`config.mk`:
```
export PLATFORM = sky130hd
export DESIGN_NAME = tcr_regs
export DESIGN_NICKNAME = d
export VERILOG_FILES = /design/src/verilog/tcr_pkg.sv /design/src/verilog/tcr_trib.sv /design/src/verilog/tcr_regs.sv
export SDC_FILE = /design/constraint.sdc
export NUM_CORES = 1
export LEC_CHECK = 0
export BUFFER_PORTS_ARGS = -buffer_cell sky130_fd_sc_hd__buf_2
export CORE_ASPECT_RATIO = 0.75
export CORE_MARGIN = 10
export CORE_UTILIZATION = 57
export DETAILED_ROUTE_END_ITERATION = 8
export PLACE_DENSITY = 0.89
export SYNTH_ARGS = -nofsm -noshare
export SYNTH_HDL_FRONTEND = slang
export SYNTH_SLANG_ARGS = --single-unit
export TNS_END_PERCENT = 100
```
`constraint.sdc`:
```
create_clock -name clk -period 5.7 [get_ports clk]
set_clock_uncertainty 0.15 [all_clocks]
set_input_delay 0.57 -clock clk [delete_from_list [all_inputs] [get_ports clk]]
set_output_delay 0.57 -clock clk [all_outputs]
set_load 0.01 [all_outputs]
```
`src/verilog/tcr_pkg.sv`:
```
// shared constants for the tributary config and pointer-loss registers
package tcr_pkg;
  // ----------------------------------------------------------------
  // geometry
  // ----------------------------------------------------------------
  localparam int NUM_UNIT = 3;
  localparam int NUM_GRP  = 7;
  localparam int NUM_TU   = 2;
  localparam int NUM_TRIB = NUM_UNIT * NUM_TU * NUM_GRP;
  localparam int NUM_FREG = NUM_UNIT * NUM_TU;

  // ----------------------------------------------------------------
  // register offsets, one entry per unit; one idle select offset shared by all units
  // ----------------------------------------------------------------
  localparam logic [7:0] TU2_CFG_OFS  [NUM_UNIT] = '{8'h28, 8'h48, 8'h68};
  localparam logic [7:0] TU2_FLAG_OFS [NUM_UNIT] = '{8'h2f, 8'h4f, 8'h6f};
  localparam logic [7:0] TU3_CFG_OFS  [NUM_UNIT] = '{8'h30, 8'h50, 8'h70};
  localparam logic [7:0] TU3_FLAG_OFS [NUM_UNIT] = '{8'h37, 8'h57, 8'h77};
  localparam logic [7:0] IDLE_SEL_OFS = 8'h80;

  // ----------------------------------------------------------------
  // config/status field positions and reset values
  // ----------------------------------------------------------------
  localparam int F_AIS   = 0;
  localparam int F_IDLE  = 1;
  localparam int F_FLAG_INVERT_DIAG  = 2;
  localparam int F_ALARM = 3;
  localparam int F_POINTER_LOST_STATE  = 4;
  localparam int F_PF    = 5;
  localparam logic       CTL_RST      = 1'b0;
  localparam logic [2:0] IDLE_SEL_RST = 3'h0;

  // ----------------------------------------------------------------
  // group configuration codes and byte patterns
  // ----------------------------------------------------------------
  localparam logic [1:0] CFG_ONE   = 2'h0;
  localparam logic [1:0] CFG_TWO   = 2'h1;
  localparam logic [1:0] CFG_THREE = 2'h2;
  localparam logic [1:0] CFG_FOUR  = 2'h3;
  localparam logic [7:0] ONES  = 8'hff;
  localparam logic [7:0] ZEROS = 8'h00;
endpackage

```
`src/verilog/tcr_trib.sv`:
```
// one tributary: control bits, pointer-loss flag and effective controls
`timescale 1ns/100ps
`default_nettype none
module tcr_trib
  import tcr_pkg::*;
(
  input  wire logic       clk,
  input  wire logic       srst,
  input  wire logic       cfg_wr,
  input  wire logic [7:0] wdata,
  input  wire logic       flag_clr,
  input  wire logic       active,
  input  wire logic       lop_state,
  input  wire logic       ais_state,
  input  wire logic       tu_just,
  input  wire logic       au_just,
  input  wire logic       depth_chg,
  output logic            pf,
  output logic            alarm_en,
  output logic            flag_invert_diag,
  output logic            idle,
  output logic            ais,
  output logic            flag,
  output logic            alarm_evt,
  output logic            ais_force,
  output logic            idle_force,
  output logic            ndf_invert,
  output logic            deadzone_collapse,
  output logic            just_req
);
  logic lop_prev;
  logic ais_prev;
  logic lop_chg;
  logic ais_chg;

  // ----------------------------------------------------------------
  // software control bits
  // ----------------------------------------------------------------
  always_ff @(posedge clk) begin
    if (srst) begin
      pf       <= CTL_RST;
      alarm_en <= CTL_RST;
      flag_invert_diag     <= CTL_RST;
      idle     <= CTL_RST;
      ais      <= CTL_RST;
    end else if (cfg_wr) begin
      pf       <= wdata[F_PF];
      alarm_en <= wdata[F_ALARM];
      flag_invert_diag     <= wdata[F_FLAG_INVERT_DIAG];
      idle     <= wdata[F_IDLE];
      ais      <= wdata[F_AIS];
    end
  end

  // ----------------------------------------------------------------
  // state edge detection and sticky flag
  // ----------------------------------------------------------------
  always_ff @(posedge clk) begin
    lop_prev <= lop_state;
    ais_prev <= ais_state;
  end

  assign lop_chg = lop_state != lop_prev;
  assign ais_chg = ais_state != ais_prev;

  // set wins over the read clear; set regardless of alarm_en
  always_ff @(posedge clk) begin
    if (srst) begin
      flag <= 1'b0;
    end else begin
      flag <= (flag & ~flag_clr) | (lop_chg & active);
    end
  end

  // ----------------------------------------------------------------
  // effective controls toward datapath and pointer generator
  // ----------------------------------------------------------------
  always_ff @(posedge clk) begin
    if (srst) begin
      idle_force        <= 1'b0;
      ais_force         <= 1'b0;
      ndf_invert        <= 1'b0;
      deadzone_collapse <= 1'b0;
      just_req          <= 1'b0;
      alarm_evt         <= 1'b0;
    end else begin
      idle_force        <= active & idle;
      ais_force         <= active & ais & ~idle;
      ndf_invert        <= active & flag_invert_diag & ~(ais & ~idle);
      deadzone_collapse <= active & pf;
      // pointer requests ignore idle: pointer stays computed as normal
      just_req          <= active & pf & (tu_just | au_just | depth_chg);
      alarm_evt         <= active & alarm_en & (lop_chg | ais_chg);
    end
  end
endmodule
`default_nettype wire

```
`src/verilog/tcr_regs.sv`:
```
// tributary config/status and pointer-loss flag registers, three units
//
// Chosen here: strobed register access.
`timescale 1ns/100ps
`default_nettype none
// ------------------------------------------------------------------
// Functional notes
// - follower mode collapses dead-zone; each fill change requests justification
// - follower mode: each incoming or higher-order justification gives outgoing one
// - group config bits read-only, mirror the first-tributary register value
// - config 00 one, 01 two, 10 three, 11 four active tributaries
// - single large tributary mode: all second/third flags read zero
// - second-tributary flag reads zero in groups configured 00
// - third-tributary flag reads zero in groups configured 00 or 01
// - flag bits 0..6 are groups 1..7; bit 7 unused
// - flag set on pointer loss and on reacquisition
// - reading a flag register clears its flags right after the read
// - flags keep updating while alarm interrupt enable is low
// - third-tributary config has no effect in large mode or config 00/01
// - ais insertion forces all ones; idle insertion overrides it
// - idle replaces payload with idle code, v5 driven to zero
// - pointer still computed normally while idle is inserted
// - idle code zeros or ones by select; software keeps it low in large mode
// - diagnostic control inverts outgoing ndf, also alongside idle
// - ndf inversion ignored while ais insertion is in force
// - alarm enable gates events on loss-of-pointer and ais entry/exit
// - current pointer-loss state readable in the config/status register
// - group config ignored in single large tributary mode
// ------------------------------------------------------------------
module tcr_regs
  import tcr_pkg::*;
(
  input  wire logic                    clk,
  input  wire logic                    srst,
  input  wire logic [7:0]              addr,
  input  wire logic [7:0]              wdata,
  input  wire logic                    wr_stb,
  input  wire logic                    rd_stb,
  output logic      [7:0]              rdata,
  input  wire logic [NUM_UNIT-1:0]     tu3_mode,
  input  wire logic [NUM_UNIT*NUM_GRP*2-1:0] grp_cfg,
  input  wire logic [NUM_TRIB-1:0]     lop_state,
  input  wire logic [NUM_TRIB-1:0]     ais_state,
  input  wire logic [NUM_TRIB-1:0]     tu_just,
  input  wire logic [NUM_UNIT-1:0]     au_just,
  input  wire logic [NUM_TRIB-1:0]     depth_chg,
  input  wire logic [7:0]              byte_in,
  input  wire logic                    byte_valid,
  input  wire logic [1:0]              byte_unit,
  input  wire logic [2:0]              byte_grp,
  input  wire logic                    byte_tu,
  input  wire logic                    byte_is_v5,
  output logic      [7:0]              byte_out,
  output logic                         byte_out_valid,
  output logic      [NUM_TRIB-1:0]     ndf_invert,
  output logic      [NUM_TRIB-1:0]     deadzone_collapse,
  output logic      [NUM_TRIB-1:0]     just_req,
  output logic                         irq,
  output logic                         alarm_irq
);
  logic [NUM_TRIB-1:0] active;
  logic [NUM_TRIB-1:0] cfg_sel;
  logic [NUM_TRIB-1:0] pf;
  logic [NUM_TRIB-1:0] alarm_en;
  logic [NUM_TRIB-1:0] flag_invert_diag;
  logic [NUM_TRIB-1:0] idle;
  logic [NUM_TRIB-1:0] ais;
  logic [NUM_TRIB-1:0] flag;
  logic [NUM_TRIB-1:0] flag_vis;
  logic [NUM_TRIB-1:0] alarm_evt;
  logic [NUM_TRIB-1:0] ais_force;
  logic [NUM_TRIB-1:0] idle_force;
  logic [7:0]          cfg_rd [NUM_TRIB];
  logic [NUM_FREG-1:0] flag_sel;
  logic [NUM_UNIT-1:0] idle_pattern_sel;
  logic [7:0]          next_rdata;
  logic [7:0]          next_byte;
  logic [5:0]          bidx;
  logic                bidx_ok;
  logic                idle_sel_hit;

  // ------------------------------------------------------------------
  // per-tributary decode and state
  // ------------------------------------------------------------------
  for (genvar u = 0; u < NUM_UNIT; u++) begin : g_unit
    for (genvar t = 0; t < NUM_TU; t++) begin : g_tu
      localparam int K = u * NUM_TU + t;
      localparam logic [7:0] FA = (t == 0) ? TU2_FLAG_OFS[u] : TU3_FLAG_OFS[u];
      assign flag_sel[K] = addr == FA;
      for (genvar g = 0; g < NUM_GRP; g++) begin : g_grp
        localparam int I = K * NUM_GRP + g;
        localparam logic [7:0] CA = ((t == 0) ? TU2_CFG_OFS[u] : TU3_CFG_OFS[u]) + 8'(g);
        logic [1:0] cfg;
        logic       fits;
        assign cfg = grp_cfg[(u * NUM_GRP + g) * 2 +: 2];
        // second needs two or more, third needs three or more
        assign fits = (t == 0) ? (cfg != CFG_ONE) : (cfg >= CFG_THREE);
        assign active[I] = !tu3_mode[u] && fits;
        assign cfg_sel[I] = addr == CA;
        assign cfg_rd[I] = {cfg, pf[I], lop_state[I], alarm_en[I],
                            flag_invert_diag[I], idle[I], ais[I]};
        assign flag_vis[I] = flag[I] & active[I];

        tcr_trib u_trib (
          .clk               (clk),
          .srst              (srst),
          .cfg_wr            (wr_stb && cfg_sel[I]),
          .wdata             (wdata),
          .flag_clr          (rd_stb && flag_sel[K]),
          .active            (active[I]),
          .lop_state         (lop_state[I]),
          .ais_state         (ais_state[I]),
          .tu_just           (tu_just[I]),
          .au_just           (au_just[u]),
          .depth_chg         (depth_chg[I]),
          .pf                (pf[I]),
          .alarm_en          (alarm_en[I]),
          .flag_invert_diag              (flag_invert_diag[I]),
          .idle              (idle[I]),
          .ais               (ais[I]),
          .flag              (flag[I]),
          .alarm_evt         (alarm_evt[I]),
          .ais_force         (ais_force[I]),
          .idle_force        (idle_force[I]),
          .ndf_invert        (ndf_invert[I]),
          .deadzone_collapse (deadzone_collapse[I]),
          .just_req          (just_req[I])
        );
      end
    end
  end

  // ------------------------------------------------------------------
  // idle pattern select, one bit per unit
  // ------------------------------------------------------------------
  assign idle_sel_hit = addr == IDLE_SEL_OFS;

  always_ff @(posedge clk) begin
    if (srst) begin
      idle_pattern_sel <= IDLE_SEL_RST;
    end else if (wr_stb && idle_sel_hit) begin
      idle_pattern_sel <= wdata[NUM_UNIT-1:0];
    end
  end

  // ------------------------------------------------------------------
  // read mux; unmapped addresses read zero
  // ------------------------------------------------------------------
  always_comb begin
    next_rdata = ZEROS;
    for (int i = 0; i < NUM_TRIB; i++) begin
      if (cfg_sel[i]) begin
        next_rdata = cfg_rd[i];
      end
    end
    for (int k = 0; k < NUM_FREG; k++) begin
      if (flag_sel[k]) begin
        next_rdata = {1'b0, flag_vis[k*NUM_GRP +: NUM_GRP]};
      end
    end
    if (idle_sel_hit) begin
      next_rdata = {5'h00, idle_pattern_sel};
    end
  end

  // data stands only in the cycle after the read strobe
  always_ff @(posedge clk) begin
    if (srst) begin
      rdata <= ZEROS;
    end else begin
      rdata <= rd_stb ? next_rdata : ZEROS;
    end
  end

  // ------------------------------------------------------------------
  // interrupt outputs
  // ------------------------------------------------------------------
  always_ff @(posedge clk) begin
    if (srst) begin
      irq       <= 1'b0;
      alarm_irq <= 1'b0;
    end else begin
      irq       <= |(flag_vis & alarm_en);
      alarm_irq <= |alarm_evt;
    end
  end

  // ------------------------------------------------------------------
  // payload byte override
  // ------------------------------------------------------------------
  assign bidx = 6'((int'(byte_unit) * NUM_TU + int'(byte_tu)) * NUM_GRP
                   + int'(byte_grp));
  assign bidx_ok = (int'(byte_unit) < NUM_UNIT) && (int'(byte_grp) < NUM_GRP);

  always_comb begin
    next_byte = byte_in;
    if (bidx_ok) begin
      if (idle_force[bidx]) begin
        if (byte_is_v5) begin
          next_byte = ZEROS;
        end else begin
          next_byte = idle_pattern_sel[byte_unit] ? ONES : ZEROS;
        end
      end else if (ais_force[bidx]) begin
        next_byte = ONES;
      end
    end
  end

  always_ff @(posedge clk) begin
    if (srst) begin
      byte_out       <= ZEROS;
      byte_out_valid <= 1'b0;
    end else begin
      byte_out_valid <= byte_valid;
      if (byte_valid) begin
        byte_out <= next_byte;
      end
    end
  end
endmodule
`default_nettype wire

```
---- Word-level counts from Yosys, hierarchy flattened ----
Cells that the tools add are included.
storage, ports and cells
  ROM bits ................................ 0
  memories kept ........................... 0
  bits in latches ......................... 0
  register bits after elaboration ......... 610
  input bits .............................. 252
  output and inout port bits .............. 145
  logic and storage cells ................. 1744
  bits in writable memories ............... 0
operators by class
  multiplexer cells ....................... 60
  bitwise operators ....................... 806
  reductions and logical operators ........ 121
  $mul .................................... 1
  eq/ne operators ......................... 133
  shift operators ......................... 0
  div/mod/pow operators ................... 0
  $add $sub $neg .......................... 2
  order comparisons ....................... 25
operators by type and width
  cell                                                         number
  bitwise AND 1 bit                                            546
  two-way mux 8 bit                                            47
  == test 8 x 7 -> 1 bit (second input constant)               32
  bitwise OR 1 bit                                             168
  == test 8 x 6 -> 1 bit (second input constant)               16
  logical AND 1 bit                                            92
  inverter 1 bit                                               91
  inequality test 1 bit                                        84
  OR reduction 42 bit                                          2
  bitwise AND 42 bit                                           1
  >= comparator 2 bit (second input constant)                  21
  two-way mux 7 bit                                            6
  nonzero test 2 bit                                           21
  binary-select mux 1 bit (select 6 bit)                       2
  OR reduction 9 bit                                           1
  == test 8 bit (second input constant)                        1
  less-than comparator 6 x 7 -> 1 bit (second input constant)  1
  adder 6 x 3 -> 6 bit                                         1
  multiplier 4 x 3 -> 6 bit (second input constant)            1
  adder 3 x 1 -> 4 bit                                         1
  zero test 1 bit                                              3
  less-than comparator 2 x 3 -> 1 bit (second input constant)  1
  less-than comparator 3 bit (second input constant)           1
  two-way mux 1 bit                                            3
  5 further kinds                                              5

---- Logic depth before layout (Yosys ltp) ----
  depth in word-level cells ............... 50
  depth in mapped cells ................... 13
  mapped depth without buffers ............ 12

---- Hierarchy ----
Synthesis repeated with hierarchy kept, for this count alone.
second synthesis, totals
  cells, all modules ...................... 2710
  area total of the unflattened synthesis .. 26721.9 um^2
by module, submodules not included
  module    area each (um^2)  times used  cells an instance  sequential area each (um^2)
  tcr_trib  464.2             42          39                 280.3
  tcr_regs  7225.7            1           1072               440.4

---- Worst setup path before layout ----
No wires, ideal clock.
  path kind ............................... input to register
  start ................................... input port byte_unit[0]
  end ..................................... register byte_out[0]
  data required time ...................... 5424 ps
  cell stages on the path ................. 12
  setup slack ............................. 1454 ps
  arrival ................................. 3969 ps
  path through ............................ fa_1 inv_1 fa_1 inv_1 ha_1 a21o_1 a21oi_1 xor2_1 mux4_1 a22o_1 o31ai_4 o21ai_1
on the way
  cells in the longest elaborated chain, start to end .. 8
  elaborated cells on any way between the ends .. 16
  those cells by class .................... 2 x add/sub; 1 x mul; 1 x order compare; 11 x mux; 1 x reduce/logical
ends and longest elaborated chain
  what                                     RTL line         text
  start: declaration                       tcr_regs.sv:49   input wire logic [1:0] byte_unit,
  adder 3 x 1 -> 4 bit                     tcr_regs.sv:191  assign bidx = 6'((int'(byte_unit) * NUM_TU + int'(byte_tu)) * NUM_GRP
  multiplier 4 x 3 -> 6 bit                tcr_regs.sv:191
  adder 6 x 3 -> 6 bit                     tcr_regs.sv:192  + int'(byte_grp));
  binary-select mux 1 bit (select 6 bit)   tcr_regs.sv:204  end else if (ais_force[bidx]) begin
  two-way mux 1 bit (implied by the code)  tcr_regs.sv:204
  two-way mux 8 bit                        tcr_regs.sv:204
  two-way mux 8 bit                        tcr_regs.sv:198  if (idle_force[bidx]) begin
  two-way mux 8 bit *                      tcr_regs.sv:197  if (bidx_ok) begin
  end signal: assignment                   tcr_regs.sv:217  byte_out <= next_byte;
  end: declaration                         tcr_regs.sv:53   output logic [7:0] byte_out,
Mark *: on every way between the ends. The rest lies on a longest branch, timed or not. The select of a mux whose other input is x is not followed.
A chain may end at the register's enable or synchronous reset.

---- Final worst setup path ----
  start ................................... input port byte_unit[0]
  end ..................................... register byte_out[6]
Same word-level chain as after synthesis.

==> impl_metrics.tcl <==
set metrics [dict create \
    status "finished, violations left" \
    violations "capacitance limit" \
    syn-cell-area_um2 27000 \
    reg2reg_depth 7 \
    die_y_um 208.5 \
    hold-path-endpoint "g_unit[0].g_tu[1].g_grp[2].u_trib.just_req" \
    grt_pass1_vias 26090 \
    ant_nets 0 \
    slew_headroom_pct 2.831 \
    leakage_nw 12.34 \
    yosysMostFrequentCell "dfxtp_1" \
    rr_endpoint "rdata[5]" \
    synth-edff-count 0 \
    viasPerCell 6.670 \
    ios 397 \
    core-area_um2 46450 \
    place.gp.congestion 1.071 \
    wl_mm 117.8 \
    worst_pin_slew_ns 1.421 \
    die_w_um 271.3 \
    ys_top_cells_by_area "dfxtp_1 45%, a21oi_1 5.5%, nand2_1 5.1%" \
    slowest_delay_ns 0.68 \
    cts.sinks 610 \
    fin_setup_tns_ns 0 \
    grt_pass1_wl_mm 171.1 \
    synth-seq-cells 610 \
    rows 68 \
    drc 0 \
    cp_common_cell "fa_1" \
    final_core_util_pct 67.23 \
    crit_slowest_cell "mux4_2" \
    hold_viol_final 0 \
    critPathKind "primary input to register" \
    total_power_mw 9.191 \
    cp-end-kind "register" \
    dp_worst_setup_slack_ns 0.9265 \
    drive_above_1_share_pct 17.97 \
    dr.first_iter.drc_count 4955 \
    grt_overflow_total 0 \
    synth_cell_types 95 \
    track_usage_pct 39.51 \
    nets 3597 \
    syn_area_per_cell_um2 8.843 \
    post-cts-setup-buffer-count 0 \
    cts_inserted_buffers 54 \
    r2r_slack_ns 2.25 \
    power.density_nw_per_um2 294.3 \
    ys.flop_type "dfxtp_1" \
    setup_viol 0 \
    worstHoldPathCells 2 \
    crit_buf_inv 2 \
    dieArea_um2 56560 \
    antenna_found_initial 14 \
    grt_max_degree 158 \
    cts.path.max_buffers 3 \
    yosysSeqAreaShare_pct 45.23 \
    setup.worst_path.start_class "primary input" \
    htree_levels 2 \
    numPortBuffers 393 \
    yosysWarnings 0 \
    reg2reg_from "g_unit[0].g_tu[0].g_grp[4].u_trib.pf" \
    crit_family "adder cells" \
    cp.arrival_ns 4.65 \
    cts_tree "yes" \
    fmax_mhz 231.4 \
    cts-root-buf "clkbuf_16" \
    vdd_drop_max_mv 0.2524 \
    area_growth_pct 15.68 \
    rsz0062_at_grt "no" \
    firstDrtPassIters 6 \
    syn_inst 3053 \
    crit_chain "buf_2 > fa_1 > inv_1 > fa_1 > fa_1 > xor2_2 > mux4_2 > mux2i_1 > o22ai_1 > o31ai_4 > o21ai_1" \
    stdcell_area_um2 31230 \
    clkLatencyLatePin_ns 0.63 \
    worstHoldStart "depth_chg[9]" \
    fin_crit_sh_pct 75.82 \
    placed_area_um2 28530 \
    ys_async_sr_fraction_pct 0 \
    synth.net_count 3319 \
    path_max_fanout 8 \
    dp_hpwl_mm 85.17 \
    synth_commonest_cells "610 x dfxtp_1, 366 x nand2_1, 298 x a21oi_1" \
    worstPathRequired_ns 6.03 \
    detail_route.wl_per_cell_um 29.34 \
    setup_slack_ns 1.378 \
    start_util_pct 58.12 \
    yosysTopAreaCell "dfxtp_1" \
    fin_crit_ns 4.322 \
    slew_viol_final 0 \
    cap_violations 1 \
    netlist.area_leader.share_pct 45.23 \
    clk_pin_slew_worst_paths_ns 0.06 \
    vias 26770 \
    holdCritPathClass "primary input to register" \
]
-- final cells by class --
| cell class | instances | area (um^2) |
|---|---|---|
| Tap cell | 630 | 788.3 |
| Timing Repair Buffer | 541 | 3302 |
| Clock inverter | 28 | 277.8 |
| Fill cell | 3595 | 15220 |
| Clock buffer | 74 | 1610 |
| Antenna cell | 6 | 15.01 |
| Sequential cell | 610 | 12210 |
| Multi-Input combinational cell | 2099 | 12930 |
| Inverter | 25 | 93.84 |
-- report_power, final --
part,switching (mW),internal (mW)
sequential,0.0417,4.32
combinational,0.621,0.315
clock,1.71,2.17
-- logic make-up (layout without fill, tap and decap cells) --
kind of cell / Yosys count / in the layout / share of synthesized area (%)
and+or+nand+nor: 1212 / 1212 / 22.71
xor gates and xnor gates: 88 / 88 / 2.883
other: 0 / 6 / 0
buffers and inverters: 344 / 668 / 7.002
adders and majority gates: 14 / 14 / 0.7600
muxes: 79 / 79 / 4.310
AOI/OAI and AO/OA: 706 / 706 / 17.11
DFF: 610 / 610 / 45.23
-- stage by stage --
| step | instances | hold slack [ns] |
|---|---|---|
| after floorplan | 3053 | 0.2668 |
| after global placement | 3825 | 0.2761 |
| after global routing | 4007 | 0.0008153 |
| after detailed placement | 3825 | 0.2816 |
| after CTS | 4007 | 0.0001654 |
| final | 4013 | 0.006816 |
-- state kept, by name (all words and copies together), names as in the netlist --
| signal | flops |
|---|---|
| alarm_irq | 1 |
| g_unit.g_tu.g_grp.u_trib.lop_prev | 42 |
| g_unit.g_tu.g_grp.u_trib.alarm_evt | 42 |
| irq | 1 |
| g_unit.g_tu.g_grp.u_trib.ais_prev | 42 |
| rdata | 8 |
| g_unit.g_tu.g_grp.u_trib.ais | 42 |
| byte_out | 8 |
| g_unit.g_tu.g_grp.u_trib.just_req | 42 |
| g_unit.g_tu.g_grp.u_trib.idle | 42 |
| g_unit.g_tu.g_grp.u_trib.pf | 42 |
| g_unit.g_tu.g_grp.u_trib.alarm_en | 42 |
| g_unit.g_tu.g_grp.u_trib.idle_force | 42 |
| g_unit.g_tu.g_grp.u_trib.ais_force | 42 |
| g_unit.g_tu.g_grp.u_trib.ndf_invert | 42 |
| g_unit.g_tu.g_grp.u_trib.flag | 42 |
| g_unit.g_tu.g_grp.u_trib.flag_invert_diag | 42 |
| idle_pattern_sel | 3 |
| byte_out_valid | 1 |
| g_unit.g_tu.g_grp.u_trib.deadzone_collapse | 42 |
-- layout by cell type, fill, tap and decap left out, types with 13 or more instances in the layout --
cell / instances
and3_1: 49
inv_1: 24
nor4_1: 20
mux2i_1: 48
a21oi_1: 298
clkinv_2: 13
o22ai_1: 38
o21ai_0: 49
nor2b_1: 47
o31ai_1: 26
a32oi_1: 20
nor2_1: 174
clkbuf_16: 57
a31oi_1: 13
mux4_1: 14
buf_4: 68
nand2b_1: 63
o31a_1: 46
a22oi_1: 34
a221oi_1: 18
xnor2_1: 84
nor3_1: 65
dfxtp_1: 610
a2bb2oi_1: 16
and2_1: 87
buf_2: 391
nand3_1: 220
nor3b_1: 28
dlygate4sd3_1: 80
o211ai_1: 20
nand2_1: 366
clkbuf_8: 13
-- per-layer routing --
layer,GRT usage [%],vias up,routed length [um]
met1,51.42,12570,44040
met5,0,-,127
met2,57.71,2361,48880
li1,-,11350,-
met4,16.73,20,5953
met3,14.97,466,18760
-- what timing repair did --
action,in CTS,in global routing
resized for setup,0,0
hold buffers,80,0
endpoints found under the hold margin,80,0
-- worst max path at each step --
stage,startpoint,end,slack [ns],cells past startpoint
2_1_floorplan,byte_unit[0],byte_out[0],1.45,12
5_1_grt,byte_unit[0],byte_out[2],1.25,13
3_3_place_gp,byte_unit[0],byte_out[0],1.05,13
3_5_place_dp,byte_unit[0],byte_out[1],0.93,11
4_1_cts,byte_unit[0],byte_out[6],1.47,13
6_report,byte_unit[0],byte_out[6],1.38,11
-- worst register-to-register path: stages, from the launching register on --
cell and delay (ns):
dfxtp_1 0.39, or3b_1 0.37, a311oi_1 0.27, o21ai_1 0.16
a221o_1 0.47, a211oi_1 0.47, o32ai_1 0.30, a2111oi_2 0.71
No activity file was read; power rests on OpenSTA's default activity.
